### config.mk
export PLATFORM = sky130hd
export DESIGN_NAME = wave_steer_ctrl
export DESIGN_NICKNAME = d
export VERILOG_FILES = /design/src/core/wave_steer_pkg.sv /design/src/core/wave_steer_ctrl.sv
export SDC_FILE = /design/constraint.sdc
export NUM_CORES = 1
export LEC_CHECK = 0
export BUFFER_PORTS_ARGS = -buffer_cell sky130_fd_sc_hd__buf_2
export CORE_UTILIZATION = 54
export CTS_CLUSTER_SIZE = 30
export DETAILED_ROUTE_END_ITERATION = 8
export HOLD_SLACK_MARGIN = 0.03
export PLACE_DENSITY_LB_ADDON = 0.3
export SLEW_MARGIN = 5
export SYNTH_ARGS = -nofsm -noshare
export SYNTH_HDL_FRONTEND = slang
export SYNTH_SLANG_ARGS = --single-unit
### constraint.sdc
create_clock -name clk_i -period 1.8 [get_ports clk_i]
set_input_delay 0.27 -clock clk_i [delete_from_list [all_inputs] [get_ports clk_i]]
set_output_delay 0.27 -clock clk_i [all_outputs]
set_load 0.02 [all_outputs]
### src/core/wave_steer_pkg.sv
// constants shared by the waveform steering and shutdown controller
package wave_steer_pkg;
  localparam int          ADDR_W       = 6;
  localparam int          NREG         = 11;
  localparam int          NSRC         = 14;
  // register byte offsets
  localparam logic [5:0]  OFS_MAIN     = 6'h00;
  localparam logic [5:0]  OFS_POL      = 6'h04;
  localparam logic [5:0]  OFS_SDC      = 6'h08;
  localparam logic [5:0]  OFS_SDE      = 6'h0c;
  localparam logic [5:0]  OFS_STR      = 6'h10;
  localparam logic [5:0]  OFS_CLK      = 6'h14;
  localparam logic [5:0]  OFS_SEL      = 6'h18;
  localparam logic [5:0]  OFS_DBR      = 6'h1c;
  localparam logic [5:0]  OFS_DBF      = 6'h20;
  localparam logic [5:0]  OFS_IST      = 6'h24;
  localparam logic [5:0]  OFS_IMSK     = 6'h28;
  // field positions
  localparam int          EN_BIT       = 7;
  localparam int          LD_BIT       = 6;
  localparam int          IN_BIT       = 5;
  localparam int          SD_BIT       = 7;
  localparam int          REN_BIT      = 6;
  localparam int          LSBD_LSB     = 4;
  localparam int          LSAC_LSB     = 2;
  localparam int          OVR_LSB      = 4;
  localparam int          TRIP_C1_SRC  = 8;
  localparam int          TRIP_C2_SRC  = 9;
  localparam int          TRIP_LC2_SRC = 11;
  localparam int          IRQ_TRIP     = 0;
  localparam int          IRQ_RESTART  = 1;
  // reset values and writable masks
  localparam logic [7:0]  RST_ZERO     = 8'h00;
  localparam logic [7:0]  RST_SDC      = 8'h14;
  localparam logic [7:0]  WM_MAIN      = 8'hc7;
  localparam logic [7:0]  WM_POL       = 8'h0f;
  localparam logic [7:0]  WM_SDC       = 8'hfc;
  localparam logic [7:0]  WM_SDE       = 8'h1f;
  localparam logic [7:0]  WM_STR       = 8'hff;
  localparam logic [7:0]  WM_CLK       = 8'h01;
  localparam logic [7:0]  WM_SEL       = 8'h0f;
  localparam logic [7:0]  WM_DB        = 8'h3f;
  localparam logic [7:0]  WM_IRQ       = 8'h03;
  // encodings
  localparam logic [2:0]  MODE_STEER   = 3'h0;
  localparam logic [2:0]  MODE_SYNC    = 3'h1;
  localparam logic [1:0]  LS_INACTIVE  = 2'h0;
  localparam logic [1:0]  LS_TRI       = 2'h1;
  localparam logic [1:0]  LS_LOW       = 2'h2;
  localparam logic [1:0]  LS_HIGH      = 2'h3;
  localparam logic [1:0]  RESP_OKAY    = 2'h0;
  localparam logic [1:0]  RESP_SLVERR  = 2'h2;
  typedef enum logic {OUT_RUN = 1'b0, OUT_SHUT = 1'b1} out_state_e;
endpackage

### src/core/wave_steer_ctrl.sv
// waveform source select, auto-shutdown and output steering with axi4-lite
// Summary of operation
// logic cell 2 output trips shutdown only while its enable bit 4 is set
// comparator 2 output trips shutdown only while enable bit 3 is set
// comparator 1 output trips shutdown only while enable bit 2 is set
// timer postscaled output trips shutdown only while enable bit 1 is set
// routed input pin trips shutdown only while enable bit 0 is set
// steered output carries the data waveform, xor its polarity bit
// unsteered output carries its override level bit
// steering register: overrides D..A in bits 7..4, enables D..A in 3..0
// steering and overrides act only in modes 000 and 001
// in mode 001 steering enables update only at a waveform rising edge
// clock select 1 counts on fast oscillator ticks, 0 on system clock
// four-bit select picks the waveform source from fourteen inputs
// select codes 1110 and 1111 connect no source
// mode 001 is synchronous steering, 000 plain steering
// polarity bit set inverts its output
// with auto-restart the shutdown flag clears once all enabled sources are low
// enabled high source sets shutdown flag and forces shutdown levels
// unimplemented bits ignore writes and read zero
`timescale 1ns/1ps
`default_nettype none
module wave_steer_ctrl (
  input  wire logic        clk_i,
  input  wire logic        arst_n_i,
  input  wire logic [5:0]  s_axi_awaddr,
  input  wire logic        s_axi_awvalid,
  output logic             s_axi_awready,
  input  wire logic [31:0] s_axi_wdata,
  input  wire logic [3:0]  s_axi_wstrb,
  input  wire logic        s_axi_wvalid,
  output logic             s_axi_wready,
  output logic [1:0]       s_axi_bresp,
  output logic             s_axi_bvalid,
  input  wire logic        s_axi_bready,
  input  wire logic [5:0]  s_axi_araddr,
  input  wire logic        s_axi_arvalid,
  output logic             s_axi_arready,
  output logic [31:0]      s_axi_rdata,
  output logic [1:0]       s_axi_rresp,
  output logic             s_axi_rvalid,
  input  wire logic        s_axi_rready,
  input  wire logic        wave_pin_i,
  input  wire logic        ccp1_i,
  input  wire logic        ccp2_i,
  input  wire logic        pwm3_i,
  input  wire logic        pwm4_i,
  input  wire logic        pwm5_i,
  input  wire logic        pwm6_i,
  input  wire logic        nco_i,
  input  wire logic        comparator1_i,
  input  wire logic        comparator2_i,
  input  wire logic        logic_cell1_i,
  input  wire logic        logic_cell2_output_i,
  input  wire logic        logic_cell3_i,
  input  wire logic        logic_cell4_i,
  input  wire logic        trip_pin_i,
  input  wire logic        eight_bit_timer_post_i,
  input  wire logic        fast_internal_oscillator_i,
  output logic [3:0]       out_o,
  output logic [3:0]       out_oe_n_o,
  output logic             irq_o
);

  function automatic logic [3:0] reg_index(input logic [5:0] addr);
    reg_index = (addr[5:2] < 4'(wave_steer_pkg::NREG)) ? addr[5:2] : 4'hf;
  endfunction

  // input synchronisers: 14 sources, trip pin, timer post
  logic [15:0] async_in;
  logic [15:0] sync1_reg;
  logic [15:0] sync2_reg;
  logic [1:0]  osc_sync_reg;
  logic        osc_prev_reg;
  assign async_in = {eight_bit_timer_post_i, trip_pin_i, logic_cell4_i,
                     logic_cell3_i, logic_cell2_output_i, logic_cell1_i,
                     comparator2_i, comparator1_i, nco_i, pwm6_i, pwm5_i,
                     pwm4_i, pwm3_i, ccp2_i, ccp1_i, wave_pin_i};
  genvar g;
  generate
    for (g = 0; g < 16; g++)
    begin : g_sync
      always_ff @(posedge clk_i or negedge arst_n_i)
      begin
        if (!arst_n_i)
        begin
          sync1_reg[g] <= 1'b0;
          sync2_reg[g] <= 1'b0;
        end
        else
        begin
          sync1_reg[g] <= async_in[g];
          sync2_reg[g] <= sync1_reg[g];
        end
      end
    end
  endgenerate

  // registers
  logic [7:0] main_reg;
  logic [7:0] pol_reg;
  logic [7:0] sdc_reg;
  logic [7:0] sde_reg;
  logic [7:0] str_reg;
  logic [7:0] clk_reg;
  logic [7:0] sel_reg;
  logic [7:0] dbr_reg;
  logic [7:0] dbf_reg;
  logic [7:0] ist_reg;
  logic [7:0] imsk_reg;
  logic [3:0] str_act_reg;
  logic       wave_reg;
  logic       wave_prev_reg;
  wave_steer_pkg::out_state_e state_reg;
  wave_steer_pkg::out_state_e state_next;

  // bus holding state
  logic        aw_full_reg;
  logic        w_full_reg;
  logic [5:0]  aw_addr_reg;
  logic [7:0]  w_data_reg;
  logic        w_lane0_reg;

  wire        aw_fire = s_axi_awvalid && s_axi_awready;
  wire        w_fire  = s_axi_wvalid && s_axi_wready;
  wire        ar_fire = s_axi_arvalid && s_axi_arready;
  wire        wr_do   = aw_full_reg && w_full_reg && !s_axi_bvalid;
  wire [3:0]  wr_idx  = reg_index(aw_addr_reg);
  wire [3:0]  rd_idx  = reg_index(s_axi_araddr);
  wire        wr_en   = wr_do && w_lane0_reg && (wr_idx != 4'hf);
  wire [7:0]  wd      = w_data_reg;
  wire [3:0]  idx_main = 4'(wave_steer_pkg::OFS_MAIN >> 2);
  wire [3:0]  idx_pol  = 4'(wave_steer_pkg::OFS_POL >> 2);
  wire [3:0]  idx_sdc  = 4'(wave_steer_pkg::OFS_SDC >> 2);
  wire [3:0]  idx_sde  = 4'(wave_steer_pkg::OFS_SDE >> 2);
  wire [3:0]  idx_str  = 4'(wave_steer_pkg::OFS_STR >> 2);
  wire [3:0]  idx_clk  = 4'(wave_steer_pkg::OFS_CLK >> 2);
  wire [3:0]  idx_sel  = 4'(wave_steer_pkg::OFS_SEL >> 2);
  wire [3:0]  idx_dbr  = 4'(wave_steer_pkg::OFS_DBR >> 2);
  wire [3:0]  idx_dbf  = 4'(wave_steer_pkg::OFS_DBF >> 2);
  wire [3:0]  idx_ist  = 4'(wave_steer_pkg::OFS_IST >> 2);
  wire [3:0]  idx_imsk = 4'(wave_steer_pkg::OFS_IMSK >> 2);

  // counting clock: fast oscillator edges become enable ticks
  wire osc_tick   = osc_sync_reg[1] && !osc_prev_reg;
  wire count_tick = clk_reg[0] ? osc_tick : 1'b1;

  // source selection; the top two codes land on tied-off zeros
  wire [15:0] src_pad  = {2'b00, sync2_reg[13:0]};
  wire        sel_wave = src_pad[sel_reg[3:0]];
  wire        wave_rise = wave_reg && !wave_prev_reg;
  wire        wave_edge = wave_reg != wave_prev_reg;

  // shutdown sources
  wire [4:0] trip_vec = {sync2_reg[wave_steer_pkg::TRIP_LC2_SRC],
                         sync2_reg[wave_steer_pkg::TRIP_C2_SRC],
                         sync2_reg[wave_steer_pkg::TRIP_C1_SRC],
                         sync2_reg[15], sync2_reg[14]};
  wire       trip_any = |(trip_vec & sde_reg[4:0]);
  wire       sd_flag  = sdc_reg[wave_steer_pkg::SD_BIT];
  wire       sdc_wr   = wr_en && (wr_idx == idx_sdc);
  // a trip wins over a software clear in the same cycle
  wire       sd_next  = trip_any ? 1'b1 :
                        sdc_wr ? wd[wave_steer_pkg::SD_BIT] :
                        (sd_flag && sdc_reg[wave_steer_pkg::REN_BIT])
                          ? 1'b0 : sd_flag;

  wire [2:0] mode      = main_reg[2:0];
  wire       enabled   = main_reg[wave_steer_pkg::EN_BIT];
  wire       steer_md  = mode[2:1] == 2'b00;
  wire       sync_md   = mode == wave_steer_pkg::MODE_SYNC;
  wire       plain_md  = mode == wave_steer_pkg::MODE_STEER;
  wire [1:0] lsac      = sdc_reg[wave_steer_pkg::LSAC_LSB +: 2];
  wire [1:0] lsbd      = sdc_reg[wave_steer_pkg::LSBD_LSB +: 2];

  // output levels for A..D
  logic [3:0] out_next;
  logic [3:0] oe_n_next;
  generate
    for (g = 0; g < 4; g++)
    begin : g_out
      wire [1:0] ls       = (g % 2 == 0) ? lsac : lsbd;
      wire       data_pol = wave_reg ^ pol_reg[g];
      wire       ovr      = str_reg[wave_steer_pkg::OVR_LSB + g];
      wire       run_lvl  = !enabled ? pol_reg[g] :
                            !steer_md ? data_pol :
                            str_act_reg[g] ? data_pol : ovr;
      assign out_next[g]  = (state_reg == wave_steer_pkg::OUT_SHUT) ?
                            ((ls == wave_steer_pkg::LS_INACTIVE) ? pol_reg[g]
                            : (ls == wave_steer_pkg::LS_HIGH)) : run_lvl;
      assign oe_n_next[g] = (state_reg == wave_steer_pkg::OUT_SHUT) &&
                            (ls == wave_steer_pkg::LS_TRI);
    end
  endgenerate

  // outputs held in shutdown until a rising edge after the flag clears
  always_comb
  begin
    case (state_reg)
      wave_steer_pkg::OUT_RUN:
        state_next = sd_flag ? wave_steer_pkg::OUT_SHUT
                             : wave_steer_pkg::OUT_RUN;
      wave_steer_pkg::OUT_SHUT:
        state_next = (!sd_flag && wave_rise) ? wave_steer_pkg::OUT_RUN
                                             : wave_steer_pkg::OUT_SHUT;
      default:
        state_next = wave_steer_pkg::OUT_SHUT;
    endcase
  end

  // interrupt events; set wins over write-one-to-clear
  wire [7:0] irq_evt = {6'h00,
                        state_reg == wave_steer_pkg::OUT_SHUT &&
                        state_next == wave_steer_pkg::OUT_RUN,
                        trip_any && !sd_flag};
  wire [7:0] ist_clr = (wr_en && wr_idx == idx_ist) ? wd : 8'h00;
  wire [7:0] ist_next = (irq_evt | (ist_reg & ~ist_clr))
                        & wave_steer_pkg::WM_IRQ;

  // load request may only be raised while already enabled
  wire       ld_set  = wr_en && (wr_idx == idx_main) &&
                       wd[wave_steer_pkg::LD_BIT] && enabled;

  // read values; unimplemented bits are masked to zero
  logic [7:0] rd_vals [0:15];
  assign rd_vals[0]  = main_reg;
  assign rd_vals[1]  = pol_reg | {2'b00, wave_reg, 5'h00};
  assign rd_vals[2]  = sdc_reg;
  assign rd_vals[3]  = sde_reg;
  assign rd_vals[4]  = str_reg;
  assign rd_vals[5]  = clk_reg;
  assign rd_vals[6]  = sel_reg;
  assign rd_vals[7]  = dbr_reg;
  assign rd_vals[8]  = dbf_reg;
  assign rd_vals[9]  = ist_reg;
  assign rd_vals[10] = imsk_reg;
  generate
    for (g = 11; g < 16; g++)
    begin : g_unmapped
      assign rd_vals[g] = 8'h00;
    end
  endgenerate

  always_ff @(posedge clk_i or negedge arst_n_i)
  begin
    if (!arst_n_i)
    begin
      main_reg <= wave_steer_pkg::RST_ZERO;
      pol_reg  <= wave_steer_pkg::RST_ZERO;
      sdc_reg  <= wave_steer_pkg::RST_SDC;
      sde_reg  <= wave_steer_pkg::RST_ZERO;
      str_reg  <= wave_steer_pkg::RST_ZERO;
      clk_reg  <= wave_steer_pkg::RST_ZERO;
      sel_reg  <= wave_steer_pkg::RST_ZERO;
      dbr_reg  <= wave_steer_pkg::RST_ZERO;
      dbf_reg  <= wave_steer_pkg::RST_ZERO;
      imsk_reg <= wave_steer_pkg::RST_ZERO;
    end
    else
    begin
      if (wr_en && wr_idx == idx_main)
        main_reg <= wd & wave_steer_pkg::WM_MAIN & ~8'h40 | {1'b0, ld_set,
                    6'h00};
      else if (wave_edge)
        main_reg[wave_steer_pkg::LD_BIT] <= 1'b0;
      if (wr_en && wr_idx == idx_pol)
        pol_reg <= wd & wave_steer_pkg::WM_POL;
      sdc_reg[wave_steer_pkg::SD_BIT] <= sd_next;
      if (sdc_wr)
        sdc_reg[6:0] <= wd[6:0] & wave_steer_pkg::WM_SDC[6:0];
      if (wr_en && wr_idx == idx_sde)
        sde_reg <= wd & wave_steer_pkg::WM_SDE;
      if (wr_en && wr_idx == idx_str)
        str_reg <= wd & wave_steer_pkg::WM_STR;
      if (wr_en && wr_idx == idx_clk)
        clk_reg <= wd & wave_steer_pkg::WM_CLK;
      if (wr_en && wr_idx == idx_sel)
        sel_reg <= wd & wave_steer_pkg::WM_SEL;
      if (wr_en && wr_idx == idx_dbr)
        dbr_reg <= wd & wave_steer_pkg::WM_DB;
      if (wr_en && wr_idx == idx_dbf)
        dbf_reg <= wd & wave_steer_pkg::WM_DB;
      if (wr_en && wr_idx == idx_imsk)
        imsk_reg <= wd & wave_steer_pkg::WM_IRQ;
    end
  end

  always_ff @(posedge clk_i or negedge arst_n_i)
  begin
    if (!arst_n_i)
    begin
      osc_sync_reg  <= 2'b00;
      osc_prev_reg  <= 1'b0;
      wave_reg      <= 1'b0;
      wave_prev_reg <= 1'b0;
      str_act_reg   <= 4'h0;
      state_reg     <= wave_steer_pkg::OUT_RUN;
      ist_reg       <= wave_steer_pkg::RST_ZERO;
      irq_o         <= 1'b0;
      out_o         <= 4'h0;
      out_oe_n_o    <= 4'h0;
    end
    else
    begin
      osc_sync_reg  <= {osc_sync_reg[0], fast_internal_oscillator_i};
      osc_prev_reg  <= osc_sync_reg[1];
      if (count_tick)
        wave_reg <= sel_wave;
      wave_prev_reg <= wave_reg;
      // synchronous mode defers new enables to a clean waveform boundary
      if (plain_md || (sync_md && wave_rise))
        str_act_reg <= str_reg[3:0];
      state_reg     <= state_next;
      ist_reg       <= ist_next;
      irq_o         <= |(ist_next & imsk_reg);
      out_o         <= out_next;
      out_oe_n_o    <= oe_n_next;
    end
  end

  // axi4-lite slave: one write and one read outstanding
  always_ff @(posedge clk_i or negedge arst_n_i)
  begin
    if (!arst_n_i)
    begin
      aw_full_reg   <= 1'b0;
      w_full_reg    <= 1'b0;
      aw_addr_reg   <= 6'h00;
      w_data_reg    <= 8'h00;
      w_lane0_reg   <= 1'b0;
      s_axi_awready <= 1'b1;
      s_axi_wready  <= 1'b1;
      s_axi_bvalid  <= 1'b0;
      s_axi_bresp   <= wave_steer_pkg::RESP_OKAY;
      s_axi_arready <= 1'b1;
      s_axi_rvalid  <= 1'b0;
      s_axi_rdata   <= 32'h0000_0000;
      s_axi_rresp   <= wave_steer_pkg::RESP_OKAY;
    end
    else
    begin
      if (aw_fire)
      begin
        aw_full_reg   <= 1'b1;
        aw_addr_reg   <= s_axi_awaddr;
        s_axi_awready <= 1'b0;
      end
      if (w_fire)
      begin
        w_full_reg   <= 1'b1;
        w_data_reg   <= s_axi_wdata[7:0];
        w_lane0_reg  <= s_axi_wstrb[0];
        s_axi_wready <= 1'b0;
      end
      if (wr_do)
      begin
        aw_full_reg  <= 1'b0;
        w_full_reg   <= 1'b0;
        s_axi_bvalid <= 1'b1;
        s_axi_bresp  <= (wr_idx == 4'hf) ? wave_steer_pkg::RESP_SLVERR
                                         : wave_steer_pkg::RESP_OKAY;
      end
      else if (s_axi_bvalid && s_axi_bready)
      begin
        s_axi_bvalid  <= 1'b0;
        s_axi_awready <= 1'b1;
        s_axi_wready  <= 1'b1;
      end
      if (ar_fire)
      begin
        s_axi_arready <= 1'b0;
        s_axi_rvalid  <= 1'b1;
        s_axi_rdata   <= {24'h000000, rd_vals[rd_idx]};
        s_axi_rresp   <= (rd_idx == 4'hf) ? wave_steer_pkg::RESP_SLVERR
                                          : wave_steer_pkg::RESP_OKAY;
      end
      else if (s_axi_rvalid && s_axi_rready)
      begin
        s_axi_rvalid  <= 1'b0;
        s_axi_arready <= 1'b1;
      end
    end
  end
endmodule
`default_nettype wire

==> results of run 1 <==
[cells in the mapped netlist, types with 2 or more instances]
cell type,number
and2_1,2
nor2_1,14
o2bb2ai_1,4
o21ai_0,10
dfrtp_1,123
and3b_1,3
dfstp_2,5
nand2_1,19
nor2b_1,5
a21oi_1,19
inv_1,16
xnor2_1,4
nand3_1,7
nor4b_1,3
mux2i_1,6
o221ai_1,6
a21boi_0,3
buf_2,7
nor4_4,2
nor3_1,6
o31ai_1,6
nand2b_1,4
nor3b_1,2
and3_1,2
clkbuf_1,9
a221o_1,7
a22o_1,3
mux2_2,67
mux4_2,3
buf_4,29
[metal layers]
metal | track usage, % | part of all wire (%)
met1 | 32.7 | 44
met2 | 39.9 | 49
met3 | 5.02 | 5.2
met4 | 10.5 | 1.7
met5 | 0 | 0
[power breakdown]
group	internal [W]	switching, W
combinational	0.00135	0.00135
clock	0.00191	0.00142
sequential	0.00370	0.000823
[through the flow]
stage          cells  total power (W)  hold WS, ns  utilization [%]  setup WS (ns)
5_1_grt          696           0.0111        0.125             71.2         0.0133
2_1_floorplan    447          0.00620      -0.0256                -         0.0653
3_5_place_dp     625          0.00717        0.262             61.3         0.0906
3_3_place_gp     625          0.00707        0.255             61.3          0.109
6_report         696           0.0106        0.128             71.2          0.115
4_1_cts          696           0.0106        0.107             71.2          0.105
[critical path: cells and delay by family (launching register included)]
family	cells	cell delay [ns]
and+or+nand+nor	3	0.70
muxes	1	0.34
buffers and inverters	1	0.14
DFF	1	0.38
[how the worst max path moves through the flow]
stage / startpoint / end
finish: s_axi_bvalid / str_reg[4]
global route: s_axi_bvalid / sde_reg[0]
CTS: s_axi_bvalid / str_reg[4]
detailed placement: s_axi_araddr[3] / s_axi_rdata[3]
global placement: s_axi_araddr[3] / s_axi_rdata[3]
floorplan: s_axi_bvalid / sde_reg[0]
[repair_timing]
| action | in CTS | in global routing |
|---|---|---|
| endpoints found under the hold margin | 61 | 0 |
| setup buffers | 0 | 0 |
| hold buffers | 39 | 0 |
| setup endpoints to repair | 0 | 0 |
[final cells by class]
type	instances	area (um^2)
well taps	133	166
clock buffers	17	414
inverters	16	60.1
multi-input cells	258	2020
fillers	674	2830
clock inverters	15	166
repair buffers	129	946
flip-flops and latches	128	3210
[cells by family (layout without fill, tap and decap cells)]
group	count (synthesis)	after routing	synth area share [%]
adder cells (fa/ha/maj)	1	1	0.228
XOR/XNOR	4	4	0.638
AO/OA/AOI/OAI	72	72	9.42
flip-flops	128	128	58.5
buffers and inverters	61	177	6.32
multiplexers	76	76	16.1
other	1	26	0.0683
AND/OR/NAND/NOR	79	79	8.76
==> impl_results.md, run 1 <==
* Clk slew on worst S/H paths at 0.06 ns
* Leakage power at 3.32 nW
* Skew-Pair Late Insertion Delay at between 0.5 and 0.6 ns
* Async SR Flop Fraction at 100%
* N_diodes at 0
* Top cells by area, synth: dfrtp_1 56%, mux2_2 14%, buf_4 4.0%
* Slowest CP cell: dfrtp_1
* DR WL/cell at 17.1 um
* Final period util at around 94%
* Crit-path max FO at 8
* RSZ-0062 raised after global routing: false
* Status: completed
* Yosys cell types at 56
* Setup violators final at 0
* Max reg flops at 16
* # clock sinks at approximately 130
* Hold Crit Class: primary input to flip-flop
* Number of flops mapped to enable cells by yosys at 0
* Area share of the largest cell type after synthesis at a little under three fifths
* Initial antenna violation count at 0
* Initial Util at between 50% and 60%
* Largest net degree at the start of global routing at 40
* R2R setup slack at about 0.12 ns
* DRC at 0
* Total Wirelength at about 12 mm
* Die X-Extent at approximately 100 um
* Buffers on Ports at 64
* CP arrival at 2.07 ns
* Post_cts resized at 0
* TritonCTS clock tree: yes
* Max Clock Skew at around 0.0074 ns
* Yosys reg bits at 128
* # Max-Cap Violations at 0
* Most common cell after layout, fill and taps aside: dfrtp_1
* Vias at between 3000 and 4000
* Min Tclk post-route at 1.68 ns
* Critical R2R Capture: str_reg[4]
* Synth area leader: dfrtp_1
* Nets at around 620
* Proportion of layout cells with a drive suffix above 1 at around 37%
* First-pass GRT wire length at roughly 19 mm
* Worst R2R Start: s_axi_bvalid
* HPWL Detailed at 8.05 mm
* Final instance area at around 7000 um^2
* All-Layer GR Usage at between 20% and 30%
* Commonest non-fill, non-tap cells in the layout: 123 x dfrtp_1, 67 x mux2_2, 63 x buf_2
* Drt first pass iters at 4
* Height of the die at around 100 um
* Avg Inst Size Synth at roughly 13 um^2
* Reg2Reg Depth at 5
* Top-Level Pins at around 120
* CTS buffer count at 17
* Max clock buf depth at 2
* Placed instance area at around 6000 um^2
* Worst EP required at between 2 and 2.5 ns
* RD Place Congestion at approximately 0.9
* DRT antenna net count at 0
* FP Rows at 36
* Startpoint types: flip-flop
* Final setup TNS at 0 ns
* Endpoint class of the critical path: flip-flop
* H-tree depth at 4
* Cells after Synth at ~420
* Post-synth top flop: dfrtp_1
* CP cell instances: nand4b_1 > nor3_1 > and3b_1 > buf_12 > mux2_2
* Die Area at approximately 11000 um^2
* Via density at ~5.3
* Hold Path Depth at 3
* CP Class: flip-flop to flip-flop
* Worst hold endpoint: s_axi_rresp[1]
* Vias in the first global route at 3655
* Netlist area before placement at ~5500 um^2
* PD cells at about 1500 nW/um^2
* Total gr overflow at 0
* Seq/Total Area, Yosys at roughly 60%
* Final Slew Violations at 0
* Initial DRC count at about 210
* Yosys warns at 0
* Hold Vio Cnt, Final at 0
* Area grow syn2layout at 27.3%
* CTS root buffer: clkbuf_8
* Peak supply drop at ~0.00089 V
* Core area at slightly below 10000 um^2
* Critical hold path startpoint: s_axi_araddr[5]
* Crit path largest cell delay at 0.38 ns
* Max Freq at 0.594 GHz
Note: power is estimated with default switching activity, not from simulation.
==> inputs of run 2 (changes only) <==
ABC_AREA = 1   (was not set)
==> run 2 against run 1 <==
  * Die area increased by 1.2%
  * Clock skew grew 0.0022 ns
  * Total power increased by 1.4%
  * Global-route usage grew 1.7 points
  * Worst hold slack improved by 0.0096 ns
  * Largest cell class unchanged
  * Cell area decreased by 1.0%
  * Largest power group unchanged
  * Sequential power fell by 4.6%
  * Count of clock-buffer cells in the layout increased by 1
==> impl_results.md, run 2 <==
* Peak supply drop at around 0.00084 V
* First-pass GRT wire length at about 20 mm
* Avg Inst Size Synth at a little over 9 um^2
* WP buf/inv at 0
* RD Place Congestion at ~0.9
* Min Tclk post-route at approximately 1.6 ns
* Post-synth top cells: 134 x nand2_1, 123 x dfrtp_1, 59 x inv_1
* CTS root buffer: clkbuf_8
* Non-filler cells, final at 857
* Post-synthesis compound-gate area fraction at about an eighth
* Clk slew on worst S/H paths at about 0.06 ns
* HPWL Detailed at approximately 8.5 mm
* Post-synth top flop: dfrtp_1
* Adder-Cell Fraction of Synth Area at 0.225%
* TritonCTS clock tree: yes
* Endpoint class of the critical path: flip-flop
* Final Util at between 70% and 80%
* Initial DRC count at between 200 and 300
* Post-CTS setup buffers at 0
* Die X-Extent at 103 um
* Max Freq at between 0.6 and 0.7 GHz
* Synth area leader: dfrtp_1
* Seq/Total Area, Yosys at between 50 and 60%
* Netlist area before placement at roughly 5600 um^2
* Cells after Synth at approximately 600
* Setup violators final at 0
* Crit-path max FO at 12
* Hold Vio Cnt, Final at 0
* Nets at a little under 800
* Max clock buf depth at 2
* Status: completed
* H-tree depth at 4
* Max Clock Skew at roughly 0.0096 ns
* Die Area at 10700 um^2
* Mux cell area share after synthesis at less than 1%
* # clock sinks at ~130
* Slowest CP cell: dfrtp_1
* Initial antenna violation count at 0
* Vias in the first global route at around 4200
* Final setup TNS at 0 ns
* Delay-heaviest family, CP: simple AND/OR/NAND/NOR gates
* Vias at 4403
* Hold Crit Class: primary input to flip-flop
* CTS buffer count at 17
* Final period util at between 90% and 100%
* Largest net degree at the start of global routing at 56
* Yosys cell types at 37
* Crit path largest cell delay at 0.41 ns
* Number of flops mapped to enable cells by yosys at 0
* Top cells by area, synth: dfrtp_1 55%, nand2_1 9.1%, o21ai_0 5.2%
* Most common cell after layout, fill and taps aside: nand2_1
* # Max-Cap Violations at 0
* XOR/XNOR share of the synthesized area at less than 1%
* Drt first pass iters at 5
* Via density at between 5 and 6
* Area share of the largest cell type after synthesis at 55.4%
* Total gr overflow at 0
* Top-Level Pins at about 120
* N_diodes at 0
* All-Layer GR Usage at 26.4%
* Buffers on Ports at 64
* Proportion of layout cells with a drive suffix above 1 at between 20% and 30%
* Startpoint types: flip-flop
* DRT antenna net count at 0
* Core area at ~10000 um^2
* CP cell instances: nand2_1 > nand2_1 > nand2_2 > nand2_2 > nor2_2 > nand2_1 > nand2_1 > o21ai_1
* Leakage power at approximately 3.4 nW
* Final Slew Violations at 0
* Cell mode on critical path: nand2_1
* Commonest non-fill, non-tap cells in the layout: 132 x nand2_1, 123 x dfrtp_1, 63 x buf_2
* Dpl cells at between 700 and 800
* CP arrival at around 2.0 ns
* Async SR Flop Fraction at 100%
* DR WL/cell at 14.5 um
* Yosys warns at 0
* Area grow syn2layout at 24.5%
* Post-Synth Simple-Gate Area at about 18%
* Max reg flops at 16
* Total Wirelength at between 10 and 15 mm
* Most frequent cell after synthesis: nand2_1
* DRC at 0
* Yosys reg bits at 128
* Skew-Pair Late Insertion Delay at about 0.53 ns
* Worst EP required at ~2.2 ns
* Initial Util at about 56%
* Fin Hold WS at approximately 0.14 ns
* CP Class: flip-flop to flip-flop
* PD cells at 1550 nW/um^2
* RSZ-0062 raised after global routing: true
* Main combinational cell family by area after synthesis: simple AND/OR/NAND/NOR gates
* FP Rows at 36
* Height of the die at around 100 um
==> run 2: worst paths after layout <==
path | startpoint | endpoint | slack [ns] | depth (start not counted)
hold reg to reg | sync1_reg[15] | sync2_reg[15] | 0.35 | 0
hold / removal | s_axi_arvalid | s_axi_rdata[7] | 0.14 | 4
min in group asynchronous | arst_n_i | pol_reg[2] | 0.16 | 2
max in group asynchronous | arst_n_i | s_axi_wready | 1.01 | 3
setup reg to reg | aw_addr_reg[3] | dbr_reg[1] | 0.18 | 8
setup / recovery | aw_addr_reg[3] | dbr_reg[1] | 0.18 | 8
==> run 2: routing by layer <==
layer	part of all wire, %	GRT usage (%)	vias to the layer above	wire length (um)
met3	5.5	7.19	31	679
met1	44	33.7	2078	5480
met4	2.4	9.86	0	293
met5	0	0	-	0
met2	48	43.3	164	6000
li1	-	-	2130	-
==> run 2: worst min-delay path, delay by kind of cell <==
family | cells | cell delay [ns]
buffers and inverters | 1 | 0.08
and+or+nand+nor | 3 | 0.26
==> run 2: what timing repair did <==
action / 4_1_cts / 5_1_grt
endpoints found under the setup margin: 0 / 5
resized for setup: 0 / 3
hold endpoints to repair: 159 / 0
hold buffers: 37 / 0
==> run 2: stage by stage <==
stage          cell area [um^2]  power (W)  setup slack [ns]
6_report                   6920     0.0107             0.178
4_1_cts                    6910     0.0107            0.0814
2_1_floorplan              5650    0.00620             0.273
3_5_place_dp               5940    0.00719             0.148
3_3_place_gp               5940    0.00706             0.176
5_1_grt                    6920     0.0113           -0.0103
==> run 2: area by class of cell <==
class / instances / area (um^2)
Timing Repair Buffer: 111 / 793
Inverter: 64 / 240
Multi-Input combinational cell: 389 / 1910
Fill cell: 722 / 2950
Sequential cell: 128 / 3210
Tap cell: 133 / 166
Clock inverter: 14 / 169
Clock buffer: 18 / 428
==> run 2: cell families (layout without fill, tap and decap cells) <==
family	Yosys count	after routing
other cells	1	26
buf+inv	106	207
compound gates	124	124
xor+xnor	4	4
mux	3	3
simple gates	231	231
fa+ha+maj	1	1
flops	128	128
==> run 2: power by group <==
group	switching [W]	internal [W]	total [W]	leakage, nW
sequential	0.000579	0.00373	0.00431	1.61
clock	0.00134	0.00206	0.00339	0.292
combinational	0.00194	0.00106	0.00300	1.48
total	0.00386	0.00684	0.0107	3.38
==> inputs of run 3 (changes only) <==
PLACE_DENSITY = 0.79   (was not set)
PLACE_DENSITY_LB_ADDON = not set   (was 0.3)
==> run 3 against run 2 <==
  * First-iteration DRC count decreased by 14%
  * Global-route usage increased by 0.88 points
  * Via count increased by 0.52%
  * Sequential power about the same
  * Critical path depth increased by 2
  * Sequential share of layout area increased by 0.36 points
  * Worst setup slack got worse by 0.039 ns
  * Clock power decreased by 6.2%
  * Final cell count unchanged
==> impl_results.md, run 3 (synthesis results as in run 2) <==
* Status: completed
* Peak supply drop at 0.000810 V
* CP cell instances: inv_1 > nand3_2 > nor2_2 > nand2_2 > nor2_1 > nand2_1 > o21ai_1 > nand2_1 > nand2_1 > nand2_1
* Max Freq at between 0.6 and 0.7 GHz
* Most common cell after layout, fill and taps aside: nand2_1
* Crit path largest cell delay at around 0.40 ns
* Clk slew on worst S/H paths at 0.06 ns
* Nets at about 780
* All-Layer GR Usage at 27.3%
* Worst EP required at between 2 and 2.5 ns
* WP buf/inv at 1
* CTS buffer count at 17
* Post-Place Worst Slack at roughly 0.13 ns
* Crit-path max FO at 6
* HPWL Detailed at 8.64 mm
* Skew-Pair Late Insertion Delay at around 0.53 ns
* Largest net degree at the start of global routing at 39
* Sequential fraction of design power at 41.2%
* CTS root buffer: clkbuf_8
* TritonCTS clock tree: yes
* Sw frac at 36.3%
* CP Class: flip-flop to flip-flop
* Die X-Extent at slightly above 100 um
* Fin Hold WS at between 0.1 and 0.15 ns
* Final setup TNS at 0 ns
* Max clock buf depth at 2
* Dpl cells at between 700 and 800
* Max reg flops at 16
* PD cells at roughly 1500 nW/um^2
* FP Rows at 36
* Switching power at approximately 0.0038 W
* # clock sinks at about 130
* Final Util at around 70%
* Hold Vio Cnt, Final at 0
* Startpoint types: flip-flop
* Internal at around 0.0067 W
* Proportion of layout cells with a drive suffix above 1 at between 20% and 30%
* # Max-Cap Violations at 0
* Initial DRC count at about 250
* CP arrival at between 2 and 2.5 ns
* Leakage power at 3.35 nW
* H-tree depth at 4
* Drt first pass iters at 5
* DR WL/cell at around 15 um
* Endpoint class of the critical path: flip-flop
* Final Slew Violations at 0
* Min Tclk post-route at approximately 1.7 ns
* Initial antenna violation count at 0
* Combinational power share at 28.4%
* Commonest non-fill, non-tap cells in the layout: 132 x nand2_1, 123 x dfrtp_1, 63 x buf_2
* Delay-heaviest family, CP: simple AND/OR/NAND/NOR gates
* RD Place Congestion at between 0.8 and 0.9
* Total Wirelength at between 10 and 15 mm
* N_diodes at 0
* DRC at 0
* Height of the die at approximately 100 um
* Setup violators final at 0
* Post-CTS setup buffers at 0
* Clock Power Share at between 30% and 40%
* Area grow syn2layout at 23.6%
* Hold Crit Class: primary input to flip-flop
* Total gr overflow at 0
* Top-Level Pins at 122
* Slowest CP cell: dfrtp_1
* Die Area at approximately 11000 um^2
* Vias at around 4400
* Buffers on Ports at 64
* Vias in the first global route at around 4300
* Initial Util at 56.3%
* Post-layout worst setup margin at between 0.1 and 0.15 ns
* DRT antenna net count at 0
* Cell mode on critical path: nand2_1
* Via density at 5.16
* Non-filler cells, final at 857
* Final period util at a little over 90%
* First-pass GRT wire length at 21.0 mm
* Core area at about 9900 um^2
* Max Clock Skew at a little over 0.005 ns
[run 3: what timing repair did]
action | CTS | global route
hold buffers | 37 | 0
gates resized for setup | 0 | 2
endpoints found under the hold margin | 62 | 0
endpoints found under the setup margin | 0 | 9
[run 3: worst min-delay path: cells and delay by family]
family                 cells  cell delay, ns
buffers and inverters      1            0.13
and+or+nand+nor            2            0.12
AOI/OAI and AO/OA          1            0.11
[run 3: through the flow]
stage,total power [W],area (um^2)
4_1_cts,0.0105,6860
2_1_floorplan,0.00620,5650
3_5_place_dp,0.00717,5930
3_3_place_gp,0.00705,5930
6_report,0.0105,6860
5_1_grt,0.0111,6860
[run 3: power by group through the flow]
stage | sequential [W] | clock (W) | combinational [W]
finish | 0.00431 | 0.00318 | 0.00297
global route | 0.00442 | 0.00337 | 0.00334
CTS | 0.00430 | 0.00324 | 0.00295
detailed placement | 0.00433 | 0 | 0.00284
global placement | 0.00429 | 0 | 0.00275
floorplan | 0.00440 | 0 | 0.00180
[run 3: per-layer routing]
metal / wire length, um / GRT usage [%] / up-vias
li1: - / - / 2128
met1: 5650 / 34.7 / 2112
met2: 6270 / 44.9 / 160
met3: 636 / 6.99 / 26
met4: 281 / 10.7 / 0
met5: 0 / 0 / -
[run 3: cell type report]
cell class / count / area [um^2]
well taps: 133 / 166
clock buffers: 19 / 432
inverters: 64 / 240
repair buffers: 111 / 781
fillers: 754 / 3000
clock inverters: 13 / 130
multi-input cells: 389 / 1910
flip-flops and latches: 128 / 3210
[run 3: path summary, 6_finish.rpt]
| path | from | end | slack, ns | cells past startpoint |
|---|---|---|---|---|
| hold reg to reg | sync1_reg[4] | src_pad[4] | 0.34 | 0 |
| hold / removal | s_axi_araddr[5] | s_axi_rdata[7] | 0.14 | 4 |
| setup reg to reg | s_axi_bvalid | irq_o | 0.14 | 10 |
| setup / recovery | s_axi_bvalid | irq_o | 0.14 | 10 |
| max in group asynchronous | arst_n_i | src_pad[10] | 0.89 | 3 |
| min in group asynchronous | arst_n_i | str_reg[3] | 0.22 | 2 |
